$ cat config.mk
export PLATFORM = sky130hd
export DESIGN_NAME = csr_setpoint_regs
export DESIGN_NICKNAME = d
export VERILOG_FILES = /design/src/core/csr_regs_pkg.sv /design/src/core/csr_setpoint_regs.sv
export SDC_FILE = /design/constraint.sdc
export NUM_CORES = 1
export LEC_CHECK = 0
export BUFFER_PORTS_ARGS = -buffer_cell sky130_fd_sc_hd__clkbuf_2
export CORE_MARGIN = 1
export CORE_UTILIZATION = 30
export CTS_CLUSTER_DIAMETER = 100
export CTS_CLUSTER_SIZE = 25
export DETAILED_ROUTE_END_ITERATION = 10
export PLACE_DENSITY = 0.6
export REMOVE_ABC_BUFFERS = 1
export SYNTH_ARGS = -nofsm -noshare
export SYNTH_HDL_FRONTEND = slang
export SYNTH_SLANG_ARGS = --single-unit
$ cat constraint.sdc
create_clock -name mclk -period 1.8 [get_ports mclk]
set_input_delay 0.09 -clock mclk [delete_from_list [all_inputs] [get_ports mclk]]
set_output_delay 0.09 -clock mclk [all_outputs]
set_load 0.005 [all_outputs]
$ cat src/core/csr_regs_pkg.sv
// Constants for the converter setpoint register pair.
// Assumes an external serial slave engine supplies byte-wide accesses.
package csr_regs_pkg;
  localparam logic [7:0] OFFS_BOOST = 8'h04;
  localparam logic [7:0] OFFS_IND = 8'h05;
  localparam logic [7:0] RESET_BOOST = 8'ha4;
  localparam logic [7:0] RESET_IND = 8'hcc;
  localparam int BOOST_CODE_LSB = 4;
  localparam int BOOST_EN_BIT = 3;
  localparam int BUCKBOOST_LSB = 0;
  localparam int CHG_LEVEL_BIT = 7;
  localparam int BUCK_A_LSB = 4;
  localparam int CHARGE2_INDICATOR_PIN_LEVEL_BIT = 3;
  localparam int BUCK_B_LSB = 0;
endpackage

$ cat src/core/csr_setpoint_regs.sv
// Two host-writable setpoint registers and the outputs they steer.
// Assumes the serial slave engine presents one-cycle write strobes and
// a combinational read address, all synchronous to mclk.
`timescale 1ns/1ps

module csr_setpoint_regs (
  input wire logic mclk,
  input wire logic rst,
  input wire logic wrStrobe,
  input wire logic rdStrobe,
  input wire logic [7:0] regAddr,
  input wire logic [7:0] wrData,
  input wire logic chargePinAutoEnable,
  input wire logic charge2PinAutoEnable,
  input wire logic autoChargePinLow,
  input wire logic autoCharge2PinLow,
  output logic [7:0] rdData,
  output logic [3:0] boostVoltageCode,
  output logic boostDirectEnable,
  output logic [2:0] buckboostRefCode,
  output logic [2:0] buckARefCode,
  output logic [2:0] buckBRefCode,
  output logic chargeIndicatorPinOut,
  output logic chargeIndicatorPinOe,
  output logic charge2IndicatorPinOut,
  output logic charge2IndicatorPinOe
);
  logic [7:0] regBoost;
  logic [7:0] regInd;

  // Shared address decode; keeps the write ports and the register-level checks below on
  // one definition of each offset.
  function automatic logic addrHit(input logic [7:0] a,
      input logic [7:0] o);
    return a == o;
  endfunction

  // Each register takes a whole byte; no field is write-protected.
  always_ff @(posedge mclk) begin
    if (rst) begin
      regBoost <= csr_regs_pkg::RESET_BOOST;
    end else if (wrStrobe && addrHit(regAddr, csr_regs_pkg::OFFS_BOOST)) begin
      regBoost <= wrData;
    end
  end

  always_ff @(posedge mclk) begin
    if (rst) begin
      regInd <= csr_regs_pkg::RESET_IND;
    end else if (wrStrobe && addrHit(regAddr, csr_regs_pkg::OFFS_IND)) begin
      regInd <= wrData;
    end
  end

  // Unmapped addresses read as zero. A read beside a write to the same
  // offset returns the old contents, as the host expects of a byte bus.
  always_ff @(posedge mclk) begin
    if (rst) begin
      rdData <= 8'h00;
    end else if (rdStrobe) begin
      case (regAddr)
        csr_regs_pkg::OFFS_BOOST: rdData <= regBoost;
        csr_regs_pkg::OFFS_IND: rdData <= regInd;
        default: rdData <= 8'h00;
      endcase
    end
  end

  // Field outputs lag the register by one edge so that all outputs are
  // flopped; the pad of an open-drain pin only ever pulls low.
  always_ff @(posedge mclk) begin
    if (rst) begin
      boostVoltageCode <= csr_regs_pkg::RESET_BOOST[7:4];
      boostDirectEnable <= csr_regs_pkg::RESET_BOOST[3];
      buckboostRefCode <= csr_regs_pkg::RESET_BOOST[2:0];
      buckARefCode <= csr_regs_pkg::RESET_IND[6:4];
      buckBRefCode <= csr_regs_pkg::RESET_IND[2:0];
    end else begin
      boostVoltageCode <=
          regBoost[csr_regs_pkg::BOOST_CODE_LSB +: 4];
      boostDirectEnable <= regBoost[csr_regs_pkg::BOOST_EN_BIT];
      buckboostRefCode <= regBoost[csr_regs_pkg::BUCKBOOST_LSB +: 3];
      buckARefCode <= regInd[csr_regs_pkg::BUCK_A_LSB +: 3];
      buckBRefCode <= regInd[csr_regs_pkg::BUCK_B_LSB +: 3];
    end
  end

  // Output enable is low while the pin is pulled low. Out is held at zero
  // so that a pad wired the wrong way round can only ever sink current,
  // never fight the external pull-up. The automatic request is sampled
  // straight from its input, since inputs are synchronous to mclk.
  always_ff @(posedge mclk) begin
    if (rst) begin
      chargeIndicatorPinOut <= 1'b0;
      chargeIndicatorPinOe <= 1'b1;
      charge2IndicatorPinOut <= 1'b0;
      charge2IndicatorPinOe <= 1'b1;
    end else begin
      chargeIndicatorPinOut <= 1'b0;
      charge2IndicatorPinOut <= 1'b0;
      chargeIndicatorPinOe <= chargePinAutoEnable ? !autoChargePinLow
          : regInd[csr_regs_pkg::CHG_LEVEL_BIT];
      charge2IndicatorPinOe <= charge2PinAutoEnable ? !autoCharge2PinLow
          : regInd[csr_regs_pkg::CHARGE2_INDICATOR_PIN_LEVEL_BIT];
    end
  end

  a_boost_write_out: assert property (@(posedge mclk) disable iff (rst)
      wrStrobe && regAddr == csr_regs_pkg::OFFS_BOOST
      |=> ##1 boostVoltageCode == $past(wrData[7:4], 2))
    else $error("boost code did not follow write");
  a_boost_enable_out: assert property (@(posedge mclk) disable iff (rst)
      wrStrobe && regAddr == csr_regs_pkg::OFFS_BOOST
      |-> ##2 boostDirectEnable == $past(wrData[3], 2))
    else $error("direct enable did not follow write");
  a_buckboost_out: assert property (@(posedge mclk) disable iff (rst)
      wrStrobe && regAddr == csr_regs_pkg::OFFS_BOOST
      |-> ##2 buckboostRefCode == $past(wrData[2:0], 2))
    else $error("buck-boost code did not follow write");
  a_charge_pin_manual: assert property (@(posedge mclk) disable iff (rst)
      !chargePinAutoEnable |=> chargeIndicatorPinOe == $past(regInd[7])
      && !chargeIndicatorPinOut)
    else $error("charge pin not set by level bit");
  a_buck_a_out: assert property (@(posedge mclk) disable iff (rst)
      wrStrobe && regAddr == csr_regs_pkg::OFFS_IND
      |-> ##2 buckARefCode == $past(wrData[6:4], 2))
    else $error("step-down code did not follow write");
  a_read_back: assert property (@(posedge mclk) disable iff (rst)
      wrStrobe && regAddr == csr_regs_pkg::OFFS_IND ##1
      rdStrobe && !wrStrobe && regAddr == csr_regs_pkg::OFFS_IND
      |=> rdData == $past(wrData, 2))
    else $error("read did not return written value");
  a_charge2_manual: assert property (@(posedge mclk) disable iff (rst)
      !charge2PinAutoEnable |=> charge2IndicatorPinOe == $past(regInd[3])
      && !charge2IndicatorPinOut)
    else $error("charge pin 2 not set by level bit");
  a_reset_values: assert property (@(posedge mclk)
      $past(rst) |-> regBoost == csr_regs_pkg::RESET_BOOST
      && regInd == csr_regs_pkg::RESET_IND)
    else $error("reset values wrong");
  a_hold_value: assert property (@(posedge mclk) disable iff (rst)
      !wrStrobe |=> $stable(regBoost) && $stable(regInd))
    else $error("register changed without write");

  // Register-level checks: the pair must take every write at once and
  // give it back on a later read; a read in the same cycle as the write returns the old value.
  a_boost_reg_write: assert property (@(posedge mclk) disable iff (rst)
      wrStrobe && addrHit(regAddr, csr_regs_pkg::OFFS_BOOST)
      |=> regBoost == $past(wrData))
    else $error("boost register missed a write");
  a_ind_reg_write: assert property (@(posedge mclk) disable iff (rst)
      wrStrobe && addrHit(regAddr, csr_regs_pkg::OFFS_IND)
      |=> regInd == $past(wrData))
    else $error("indicator register missed a write");
  a_read_boost: assert property (@(posedge mclk) disable iff (rst)
      rdStrobe && addrHit(regAddr, csr_regs_pkg::OFFS_BOOST)
      |=> rdData == $past(regBoost))
    else $error("boost register read back wrong");
  a_read_ind: assert property (@(posedge mclk) disable iff (rst)
      rdStrobe && addrHit(regAddr, csr_regs_pkg::OFFS_IND)
      |=> rdData == $past(regInd))
    else $error("indicator register read back wrong");
  a_read_during_write: assert property (@(posedge mclk) disable iff (rst)
      rdStrobe && wrStrobe && addrHit(regAddr, csr_regs_pkg::OFFS_IND)
      |=> rdData == $past(regInd))
    else $error("read beside a write did not return the old value");
  a_read_unmapped: assert property (@(posedge mclk) disable iff (rst)
      rdStrobe && !addrHit(regAddr, csr_regs_pkg::OFFS_BOOST)
      && !addrHit(regAddr, csr_regs_pkg::OFFS_IND)
      |=> rdData == 8'h00)
    else $error("unmapped read returned data");
  a_read_hold: assert property (@(posedge mclk) disable iff (rst)
      !rdStrobe |=> $stable(rdData))
    else $error("read data moved without a read");

  // Pin and output checks. In automatic mode the status logic outside
  // owns the pin; the level bits only matter once it is switched off.
  a_charge_auto: assert property (@(posedge mclk) disable iff (rst)
      chargePinAutoEnable
      |=> chargeIndicatorPinOe == !$past(autoChargePinLow))
    else $error("charge pin ignored automatic request");
  a_charge2_auto: assert property (@(posedge mclk) disable iff (rst)
      charge2PinAutoEnable
      |=> charge2IndicatorPinOe == !$past(autoCharge2PinLow))
    else $error("charge pin 2 ignored automatic request");
  a_pins_never_high: assert property (@(posedge mclk) disable iff (rst)
      !chargeIndicatorPinOut && !charge2IndicatorPinOut)
    else $error("open-drain pin drove high");
  a_buck_b_out: assert property (@(posedge mclk) disable iff (rst)
      wrStrobe && regAddr == csr_regs_pkg::OFFS_IND
      |-> ##2 buckBRefCode == $past(wrData[2:0], 2))
    else $error("second step-down code did not follow write");
  a_fields_hold: assert property (@(posedge mclk) disable iff (rst)
      !wrStrobe ##1 !wrStrobe |=> $stable(boostVoltageCode)
      && $stable(buckboostRefCode) && $stable(buckARefCode))
    else $error("field output moved without a write");
  a_reset_outputs: assert property (@(posedge mclk)
      $past(rst) |-> rdData == 8'h00 && !boostDirectEnable
      && boostVoltageCode == csr_regs_pkg::RESET_BOOST[7:4]
      && buckboostRefCode == csr_regs_pkg::RESET_BOOST[2:0]
      && buckARefCode == csr_regs_pkg::RESET_IND[6:4]
      && buckBRefCode == csr_regs_pkg::RESET_IND[2:0]
      && chargeIndicatorPinOe && charge2IndicatorPinOe)
    else $error("outputs not at reset values");

  // Covers: the scenarios that must be seen at least once for the checks
  // above to mean anything.
  c_write_boost: cover property (@(posedge mclk)
      wrStrobe && regAddr == csr_regs_pkg::OFFS_BOOST);
  c_write_ind: cover property (@(posedge mclk)
      wrStrobe && regAddr == csr_regs_pkg::OFFS_IND);
  c_pin_low: cover property (@(posedge mclk) !chargeIndicatorPinOe);
  c_pin2_low: cover property (@(posedge mclk) !charge2IndicatorPinOe);
  c_read_ind: cover property (@(posedge mclk)
      rdStrobe && regAddr == csr_regs_pkg::OFFS_IND);
endmodule

==> flow_summary.json, run 1 <==
{
  "outcome": "completed",
  "port-buffer-count": 47,
  "root_buffer": "clkbuf_8",
  "synth_seq_cells": 40,
  "die_h_um": 73.7,
  "cts.reportedPaths.clkPinSlew_ns": 0.07,
  "place_ws_ns": 0.358,
  "viasPerCell": 4.28,
  "final_common_cell": "clkbuf_2",
  "synth_top_cell_by_area": "dfxtp_1",
  "maxSlewViolCount": 0,
  "htree_levels": 2,
  "grt_pass1_wl_um": 4980,
  "synth_area_per_cell_um2": 10.5,
  "synth_seq_area_share_pct": 52.0,
  "period_minus_slack_ns": 1.12,
  "crit_fanout": 5,
  "start_util_pct": 32.0,
  "postCtsHoldBufs": 0,
  "num_rows": 25,
  "grt_pass1_vias": 1114,
  "post-synth-top-area-fraction_pct": 52.0,
  "netlist_area_mm2": 0.00154,
  "antenna_left": 0,
  "die_area_mm2": 0.00542,
  "clk_latency_ns": 0.29,
  "cts_buffers": 5,
  "hold_class": "input pin to flip-flop",
  "crit_arrival_ns": 1.30,
  "dpl.hpwl_um": 2260,
  "cts_resized": 0,
  "rsz0062_at_grt": "no",
  "clk_path_buf_depth": 2,
  "synth.area.top_cells": "dfxtp_1 52%, mux2i_1 8.4%, nand2b_1 7.7%",
  "fin_setup_tns_ns": 0,
  "p_per_area_mw_per_mm2": 829,
  "cp-end-kind": "flip-flop",
  "synthCells": 146,
  "grtUsageTotal_pct": 12.5,
  "routed_wl_um": 3100,
  "n_antenna_cell": 0,
  "yosys.cell_types.count": 21,
  "path_class": "input pin to flip-flop",
  "clock_skew_ns": 0.00479,
  "cellLeakagePower_nw": 0.966,
  "tightest_slew_ns": 0.500,
  "drt_pass1_iterations": 4,
  "cts_tree": "done",
  "vdd_drop_max_v": 0.000252,
  "maxSlewHeadroom_pct": 66.6,
  "fill_cells": 511,
  "fin_crit_sh_pct": 62.1,
  "timing.final.ws_setup_ns": 0.682,
  "core_area_mm2": 0.00482,
  "gp_congestion": 0.715,
  "hold_violations": 0,
  "dr_total_vias": 1129,
  "drtIter0Drc": 22,
  "fmax_mhz": 894,
  "ios": 50,
  "cts_sinks": 40,
  "postCtsSetupBuffers": 0,
  "final_cell_mix": "47 x clkbuf_2, 40 x dfxtp_1, 19 x nand2b_1, 13 x mux2i_1, 12 x nor2_1",
  "ys.warnings.count": 0,
  "cp_data_required_time_ns": 1.98,
  "max-cap-violations": 0,
  "grt_max_degree": 27,
  "grt_overflow_total": 0,
  "drc_errors": 0,
  "drive_gt1_share_pct": 37.6,
  "antenna_found_initial": 0,
  "postLayoutCoreUtil_pct": 40.4,
  "nets": 221,
  "setup_viol": 0,
  "fp.dieW_um": 73.7,
  "wl_per_cell_um": 11.7,
  "area_growth_pct": 26.4,
  "startpoint_type": "input pin"
}
## worst paths after layout
path | from | endpoint | depth (start not counted) | slack [ns]
hold / removal | chargePinAutoEnable | chargeIndicatorPinOe | 3 | 0.04
setup / recovery | regAddr[7] | regBoost[3] | 4 | 0.68
setup reg to reg | regInd[7] | rdData[7] | 3 | 0.91
hold reg to reg | regBoost[2] | buckboostRefCode[2] | 2 | 0.45
## area by class of cell
| type | instances | area, µm² | share of cell area [%] |
|---|---|---|---|
| inverter | 11 | 41.3 | 2.12 |
| clock buffer | 7 | 96.3 | 4.95 |
| tap | 67 | 83.8 | 4.31 |
| multi-input combinational | 87 | 652 | 33.5 |
| timing repair buffer | 52 | 273 | 14.0 |
| sequential | 40 | 801 | 41.1 |
## synth_stat cells
library cell  instances
nor2b_1               6
nand2b_1             19
buf_2                 1
nand2_1               2
a21oi_1               8
nand4_4               1
clkbuf_1              5
nand4_1               8
o21ai_0               2
nand4b_2              1
nor3_2                1
buf_4                 2
inv_1                11
mux2_4                3
nor4b_4               1
conb_1                1
nor2_1               12
dfxtp_1              40
mux2_2                8
mux2i_1              13
buf_6                 1
## critical path, cell delays in order
cell,delay (ns)
clkbuf_2,0.10
nor4b_4,0.43
nand4b_2,0.30
mux2_4,0.36
## kinds of logic (layout without fill, tap and decap cells)
family / after synthesis / count (layout) / share of synthesized area [%]
mux: 24 / 24 / 17.2
compound gates: 10 / 10 / 3.25
flops: 40 / 40 / 52.0
buf+inv: 20 / 70 / 5.93
other cells: 1 / 2 / 0.243
simple gates: 51 / 51 / 21.4
## state kept, by name, summed over array words and instances, names as in the netlist
signal,cells
boostDirectEnable,1
boostVoltageCode,4
chargeIndicatorPinOe,1
buckboostRefCode,3
regBoost,8
buckARefCode,3
buckBRefCode,3
rdData,8
charge2IndicatorPinOe,1
regInd,8
## metrics by stage
stage	instances	total power [mW]	instance area (µm²)	hold WS (ns)
6_report	264	1.61	1950	0.0389
5_1_grt	264	1.68	1950	0.0633
4_1_cts	264	1.63	1950	0.0394
3_5_place_dp	257	1.00	1850	0.342
3_3_place_gp	257	1.00	1850	0.329
2_1_floorplan	138	0.941	1490	0.159
## where the power goes
part	switching, mW	internal (mW)	total [mW]
combinational	0.0479	0.0444	0.0923
sequential	0.000739	0.887	0.888
clock	0.293	0.341	0.634
## layer usage
layer | GRT usage, % | wire (µm) | up-vias
li1 | - | - | 581
met1 | 15.2 | 1480 | 505
met2 | 19.7 | 1350 | 37
met3 | 4.53 | 209 | 6
met4 | 5.77 | 58 | 0
met5 | 0 | 0 | -
No activity file was read; power rests on OpenSTA's default activity.
==> run 2: changes to the inputs <==
--- a/config.mk
+++ b/config.mk
@@ -11,7 +11,7 @@
 export CTS_CLUSTER_DIAMETER = 100
 export CTS_CLUSTER_SIZE = 25
 export DETAILED_ROUTE_END_ITERATION = 10
-export PLACE_DENSITY = 0.6
+export PLACE_DENSITY = 0.62
 export REMOVE_ABC_BUFFERS = 1
 export SYNTH_ARGS = -nofsm -noshare
 export SYNTH_HDL_FRONTEND = slang
==> constraint.sdc (replaced) <==
create_clock -name mclk -period 0.9 [get_ports mclk]
set_input_delay 0.045 -clock mclk [delete_from_list [all_inputs] [get_ports mclk]]
set_output_delay 0.045 -clock mclk [all_outputs]
set_load 0.005 [all_outputs]
==> run 2 against run 1 <==
Worst hold slack worse by 0.029 ns. Setup slack worse by 0.65 ns. Sequential share of layout area down 3.5 points. Register-to-register slack worse by 0.87 ns. Utilization up 3.8 points. First-iteration DRC count rose to 2.5 times the previous value. Die area unchanged. Critical endpoint is now regInd[5]. Power up 150%. Clock skew down 0.0018 ns. Combinational power up 150%. Largest power group is now clock. Critical path depth up 1.
==> flow_summary.json, run 2 (synthesis gave the netlist of run 1 again) <==
{
  "outcome": "completed",
  "n_antenna_cell": 0,
  "fmax_mhz": 1160,
  "clock_skew_ns": 0.00303,
  "antenna_found_initial": 0,
  "grtUsageTotal_pct": 12.8,
  "cp-end-kind": "flip-flop",
  "rsz0062_at_grt": "yes",
  "drive_gt1_share_pct": 40.4,
  "grt_pass1_wl_um": 4960,
  "cts_tree": "done",
  "crit_fanout": 3,
  "setup_viol": 0,
  "fin_crit_sh_pct": 96.0,
  "viasPerCell": 4.13,
  "area_growth_pct": 38.3,
  "hold_violations": 0,
  "port-buffer-count": 47,
  "wl_per_cell_um": 11.5,
  "vdd_drop_max_v": 0.000828,
  "htree_levels": 2,
  "core_area_mm2": 0.00482,
  "cts_buffers": 5,
  "path_class": "input pin to flip-flop",
  "fin_area_mm2": 0.00213,
  "final_cell_mix": "46 x clkbuf_2, 39 x dfxtp_1, 19 x nand2b_1, 13 x mux2i_1, 12 x nor2_1",
  "antenna_left": 0,
  "drt_pass1_iterations": 4,
  "die_h_um": 73.7,
  "dr_total_vias": 1137,
  "cellLeakagePower_nw": 1.05,
  "routed_wl_um": 3160,
  "startpoint_type": "input pin",
  "maxSlewViolCount": 0,
  "p_per_area_mw_per_mm2": 1880,
  "grt_pass1_vias": 1058,
  "grt_overflow_total": 0,
  "cts_sinks": 40,
  "postCtsSetupBuffers": 0,
  "nets": 231,
  "period_minus_slack_ns": 0.864,
  "num_rows": 25,
  "dpl.hpwl_um": 2240,
  "min_delay_path_depth": 3,
  "drc_errors": 0,
  "postPlaceCellArea_mm2": 0.00194,
  "fp.dieW_um": 73.7,
  "gp_congestion": 0.720,
  "crit_arrival_ns": 1.05,
  "fill_cells": 495,
  "hold_class": "input pin to flip-flop",
  "die_area_mm2": 0.00542,
  "cts.reportedPaths.clkPinSlew_ns": 0.08,
  "max-cap-violations": 0,
  "top_regs": "rdData: 8 flops, regBoost: 8 flops, regInd: 8 flops",
  "fin_setup_tns_ns": 0,
  "cp_data_required_time_ns": 1.09,
  "final_common_cell": "clkbuf_2",
  "r2r_cells": 3,
  "ios": 50,
  "clk_path_buf_depth": 2,
  "clk_latency_ns": 0.29,
  "root_buffer": "clkbuf_8",
  "drtIter0Drc": 56,
  "start_util_pct": 32.0,
  "grt_max_degree": 38
}
==> run 2: cell count changes in the layout (fill, tap and decap cells not counted), moves of 2 or more <==
cell,change
buf_6,+3
dlygate4sd3_1,+2
bufinv_16,+3
clkbuf_8,-2
buf_4,+4
buf_12,+2
==> run 2: layer usage <==
metal / vias up / global-route usage [%] / routed length [µm]
li1: 600 / - / -
met5: - / 0 / 0
met1: 499 / 15.5 / 1490
met2: 34 / 19.8 / 1410
met3: 4 / 5.62 / 214
met4: 0 / 5.13 / 40
==> run 2: path summary, 6_finish.rpt <==
path / endpoint / slack, ns / startpoint
setup / recovery: regInd[5] / 0.04 / regAddr[3]
hold / removal: regInd[1] / 0.01 / wrData[1]
setup reg to reg: rdData[3] / 0.04 / regInd[3]
hold reg to reg: boostVoltageCode[1] / 0.45 / regBoost[5]
==> run 2: power breakdown <==
group          total, mW  leakage (nW)  switching, mW  internal (mW)
clock               2.01        0.0784          0.622           1.39
sequential          1.77         0.322        0.00147           1.77
combinational      0.227         0.652          0.104          0.123
total               4.01          1.05          0.728           3.28
==> run 2: cell type report <==
class	instances	area [µm²]	share of cell area (%)
clock inverter	3	90.1	4.23
clock buffer	5	68.8	3.23
sequential	40	802	37.7
timing repair buffer	62	392	18.4
inverter	11	41.3	1.94
multi-input combinational	87	652	30.6
tap	67	83.8	3.94
==> run 2: critical path: stages <==
cell and delay (ns):
buf_6 0.09, nor4b_4 0.31, buf_4 0.18, nand4_4 0.12, mux2_4 0.30
==> run 2: per-stage QoR <==
stage / instances / util (%) / hold WS, ns / setup WS (ns) / total power, mW
6_report: 275 / 44.2 / 0.0101 / 0.0361 / 4.01
5_1_grt: 275 / 44.2 / 0.0158 / -0.0315 / 4.14
3_3_place_gp: 265 / 40.2 / 0.286 / -0.270 / 2.04
3_5_place_dp: 265 / 40.2 / 0.290 / -0.285 / 2.03
4_1_cts: 275 / 43.9 / 0.00842 / 0.0241 / 4.06
2_1_floorplan: 138 / - / 0.114 / -0.520 / 1.88
==> run 2: what timing repair did <==
item                                   4_1_cts  5_1_grt
endpoints found under the hold margin        2        0
resized for setup                            0        4
setup endpoints to repair                    0       21
hold buffers                                 2        0
==> run 3: changes to the inputs <==
--- a/config.mk
+++ b/config.mk
@@ -5,13 +5,14 @@
 export SDC_FILE = /design/constraint.sdc
 export NUM_CORES = 1
 export LEC_CHECK = 0
+export ABC_AREA = 1
 export BUFFER_PORTS_ARGS = -buffer_cell sky130_fd_sc_hd__clkbuf_2
 export CORE_MARGIN = 1
 export CORE_UTILIZATION = 30
 export CTS_CLUSTER_DIAMETER = 100
 export CTS_CLUSTER_SIZE = 25
 export DETAILED_ROUTE_END_ITERATION = 10
-export PLACE_DENSITY = 0.62
+export PLACE_DENSITY = 0.61
 export REMOVE_ABC_BUFFERS = 1
 export SYNTH_ARGS = -nofsm -noshare
 export SYNTH_HDL_FRONTEND = slang
==> run 3 against run 2 <==
Clock power fell by 38%. Sequential power barely moved. Design area rose by 3.2%. Critical path depth fell by 4. Non-clock buffer count rose by 3. Power fell by 16%. Count of clock-buffer cells in the layout rose by 3. Sequential cell count did not move. Via count rose by 30%. Critical path type is now flip-flop to output port. Largest cell class unchanged.
==> flow_summary.json, run 3 <==
{
  "grt_overflow_total": 0,
  "root_buffer": "clkbuf_8",
  "cp-end-kind": "output port",
  "synth_seq_area_share_pct": 48.5,
  "cts_buffers": 5,
  "rsz0062_at_grt": "no",
  "synth.top_cells.by_count": "45 x nand2_1, 41 x nor2_1, 40 x dfxtp_1",
  "htree_levels": 2,
  "die_h_um": 76.2,
  "p_per_area_mw_per_mm2": 1530,
  "synth_area_per_cell_um2": 7.33,
  "startpoint_type": "flip-flop",
  "path_class": "flip-flop to output port",
  "die_area_mm2": 0.00580,
  "yosys.area_share.simple_pct": 39.1,
  "yosys.cell_types.count": 23,
  "crit_arrival_ns": 0.75,
  "clock_skew_ns": 0.00245,
  "ys.warnings.count": 0,
  "critPathMaxStageDelay_ns": 0.34,
  "wl_per_cell_um": 10.5,
  "routed_wl_um": 3770,
  "post-synth-top-area-fraction_pct": 48.5,
  "hold_violations": 0,
  "cts_resized": 0,
  "swShare_pct": 23.7,
  "synth.area.mux_share_pct": 0,
  "cts_sinks": 40,
  "fill_cells": 547,
  "synth_top_cell_by_area": "dfxtp_1",
  "grt_pass1_vias": 1322,
  "whs_ns": 0.0567,
  "hold_class": "input pin to flip-flop",
  "vdd_drop_max_v": 0.000462,
  "synth.area.top_cells": "dfxtp_1 49%, nand2_1 10%, nor2_1 9.3%",
  "dr_total_vias": 1475,
  "antenna_left": 0,
  "synth_flop_cell": "dfxtp_1",
  "share_seq_of_total_power_pct": 53.7,
  "switchingPower_mw": 0.795,
  "drtIter0Drc": 70,
  "grt_max_degree": 17,
  "viasPerCell": 4.10,
  "netlist_area_mm2": 0.00165,
  "area_growth_pct": 33.2,
  "drc_errors": 0,
  "clk_latency_ns": 0.30,
  "seqCellArea_um2": 801,
  "top_regs": "rdData: 8 flops, regBoost: 8 flops, regInd: 8 flops",
  "drive_gt1_share_pct": 28.6,
  "grt_pass1_wl_um": 6350,
  "maxSlewViolCount": 0,
  "crit_chain": "clkbuf_2",
  "period_minus_slack_ns": 0.794,
  "postCtsSetupBuffers": 0,
  "clk_path_buf_depth": 2,
  "max-cap-violations": 0,
  "synthCells": 225,
  "final_common_cell": "clkbuf_2",
  "outcome": "completed",
  "ios": 50,
  "synth_seq_cells": 40,
  "synth_top_family_by_area": "simple AND/OR/NAND/NOR gates",
  "n_antenna_cell": 0,
  "synth-edff-count": 0,
  "synth-adder-area-share_pct": 0,
  "cellLeakagePower_nw": 1.13,
  "p_comb_share_pct": 9.2,
  "nets": 313,
  "drt_pass1_iterations": 4,
  "start_util_pct": 31.7,
  "yosysMostFrequentCell": "nand2_1",
  "grtUsageTotal_pct": 14.1,
  "fin_crit_sh_pct": 88.2,
  "core_area_mm2": 0.00520,
  "synth_compound_area_share_pct": 1.21,
  "num_rows": 26,
  "multi_input_area_um2": 673,
  "crit_fanout": 2,
  "setup_viol": 0,
  "cp_data_required_time_ns": 0.85,
  "dpl.hpwl_um": 2680,
  "postCtsHoldBufs": 9,
  "gp_congestion": 0.809,
  "fmax_mhz": 1260,
  "postLayoutCoreUtil_pct": 42.2,
  "final_cell_mix": "47 x clkbuf_2, 45 x nand2_1, 41 x nor2_1, 40 x dfxtp_1",
  "antenna_found_initial": 0,
  "cts.reportedPaths.clkPinSlew_ns": 0.08,
  "clkPwrFrac_pct": 37.1,
  "crit_family": "flip-flops",
  "p_int_mw": 2.56,
  "crit_buf_inv": 1,
  "fp.dieW_um": 76.2,
  "slowest_stage": "dfxtp_1",
  "cts_tree": "done",
  "ys_async_sr_fraction_pct": 0,
  "synth_xor_area_share_pct": 0,
  "port-buffer-count": 47
}
run 3: power groups by stage:
stage | registers (mW) | clock network, mW | logic, mW
after floorplan | 1.85 | 0 | 0.114
after detailed placement | 1.85 | 0 | 0.282
after CTS | 1.80 | 1.28 | 0.314
final | 1.80 | 1.25 | 0.309
after global placement | 1.85 | 0 | 0.280
after global routing | 1.81 | 1.36 | 0.345
run 3: kinds of logic (layout without fill, tap and decap cells):
group           Yosys count  in the layout
compound gates            4              4
buf+inv                  43            107
flops                    40             40
other cells               1              2
simple gates            137            137
run 3: cell type report:
type | instances | area share [%]
clock buffers | 8 | 4.10
flip-flops and latches | 40 | 36.4
multi-input cells | 143 | 30.6
well taps | 70 | 3.98
inverters | 34 | 5.86
repair buffers | 65 | 19.0
run 3: path summary, 6_finish.rpt:
| check | end | cells after the start | startpoint | slack [ns] |
|---|---|---|---|---|
| max reg2reg | buckBRefCode[2] | 1 | regInd[2] | 0.16 |
| min reg2reg | buckboostRefCode[1] | 2 | regBoost[1] | 0.44 |
| min | buckARefCode[1] | 2 | rst | 0.06 |
| max | rdData[5] | 1 | rdData[5] | 0.11 |
run 3: routing by layer:
metal	up-vias	GRT usage, %	wire (µm)
met5	-	0	0
met4	0	6.92	78
met3	6	5.03	169
met2	31	22.0	1690
met1	639	17.2	1830
li1	799	-	-
run 3: per-stage QoR:
stage,power [mW],TNS [ns],area [µm²],worst slack [ns],instances
floorplan,1.96,0,1600,0.0820,217
global placement,2.13,-0.473,2020,-0.0478,343
detailed placement,2.13,-0.865,2020,-0.0549,343
CTS,3.40,0,2200,0.0898,360
global route,3.51,0,2200,0.0544,360
finish,3.36,0,2200,0.106,360
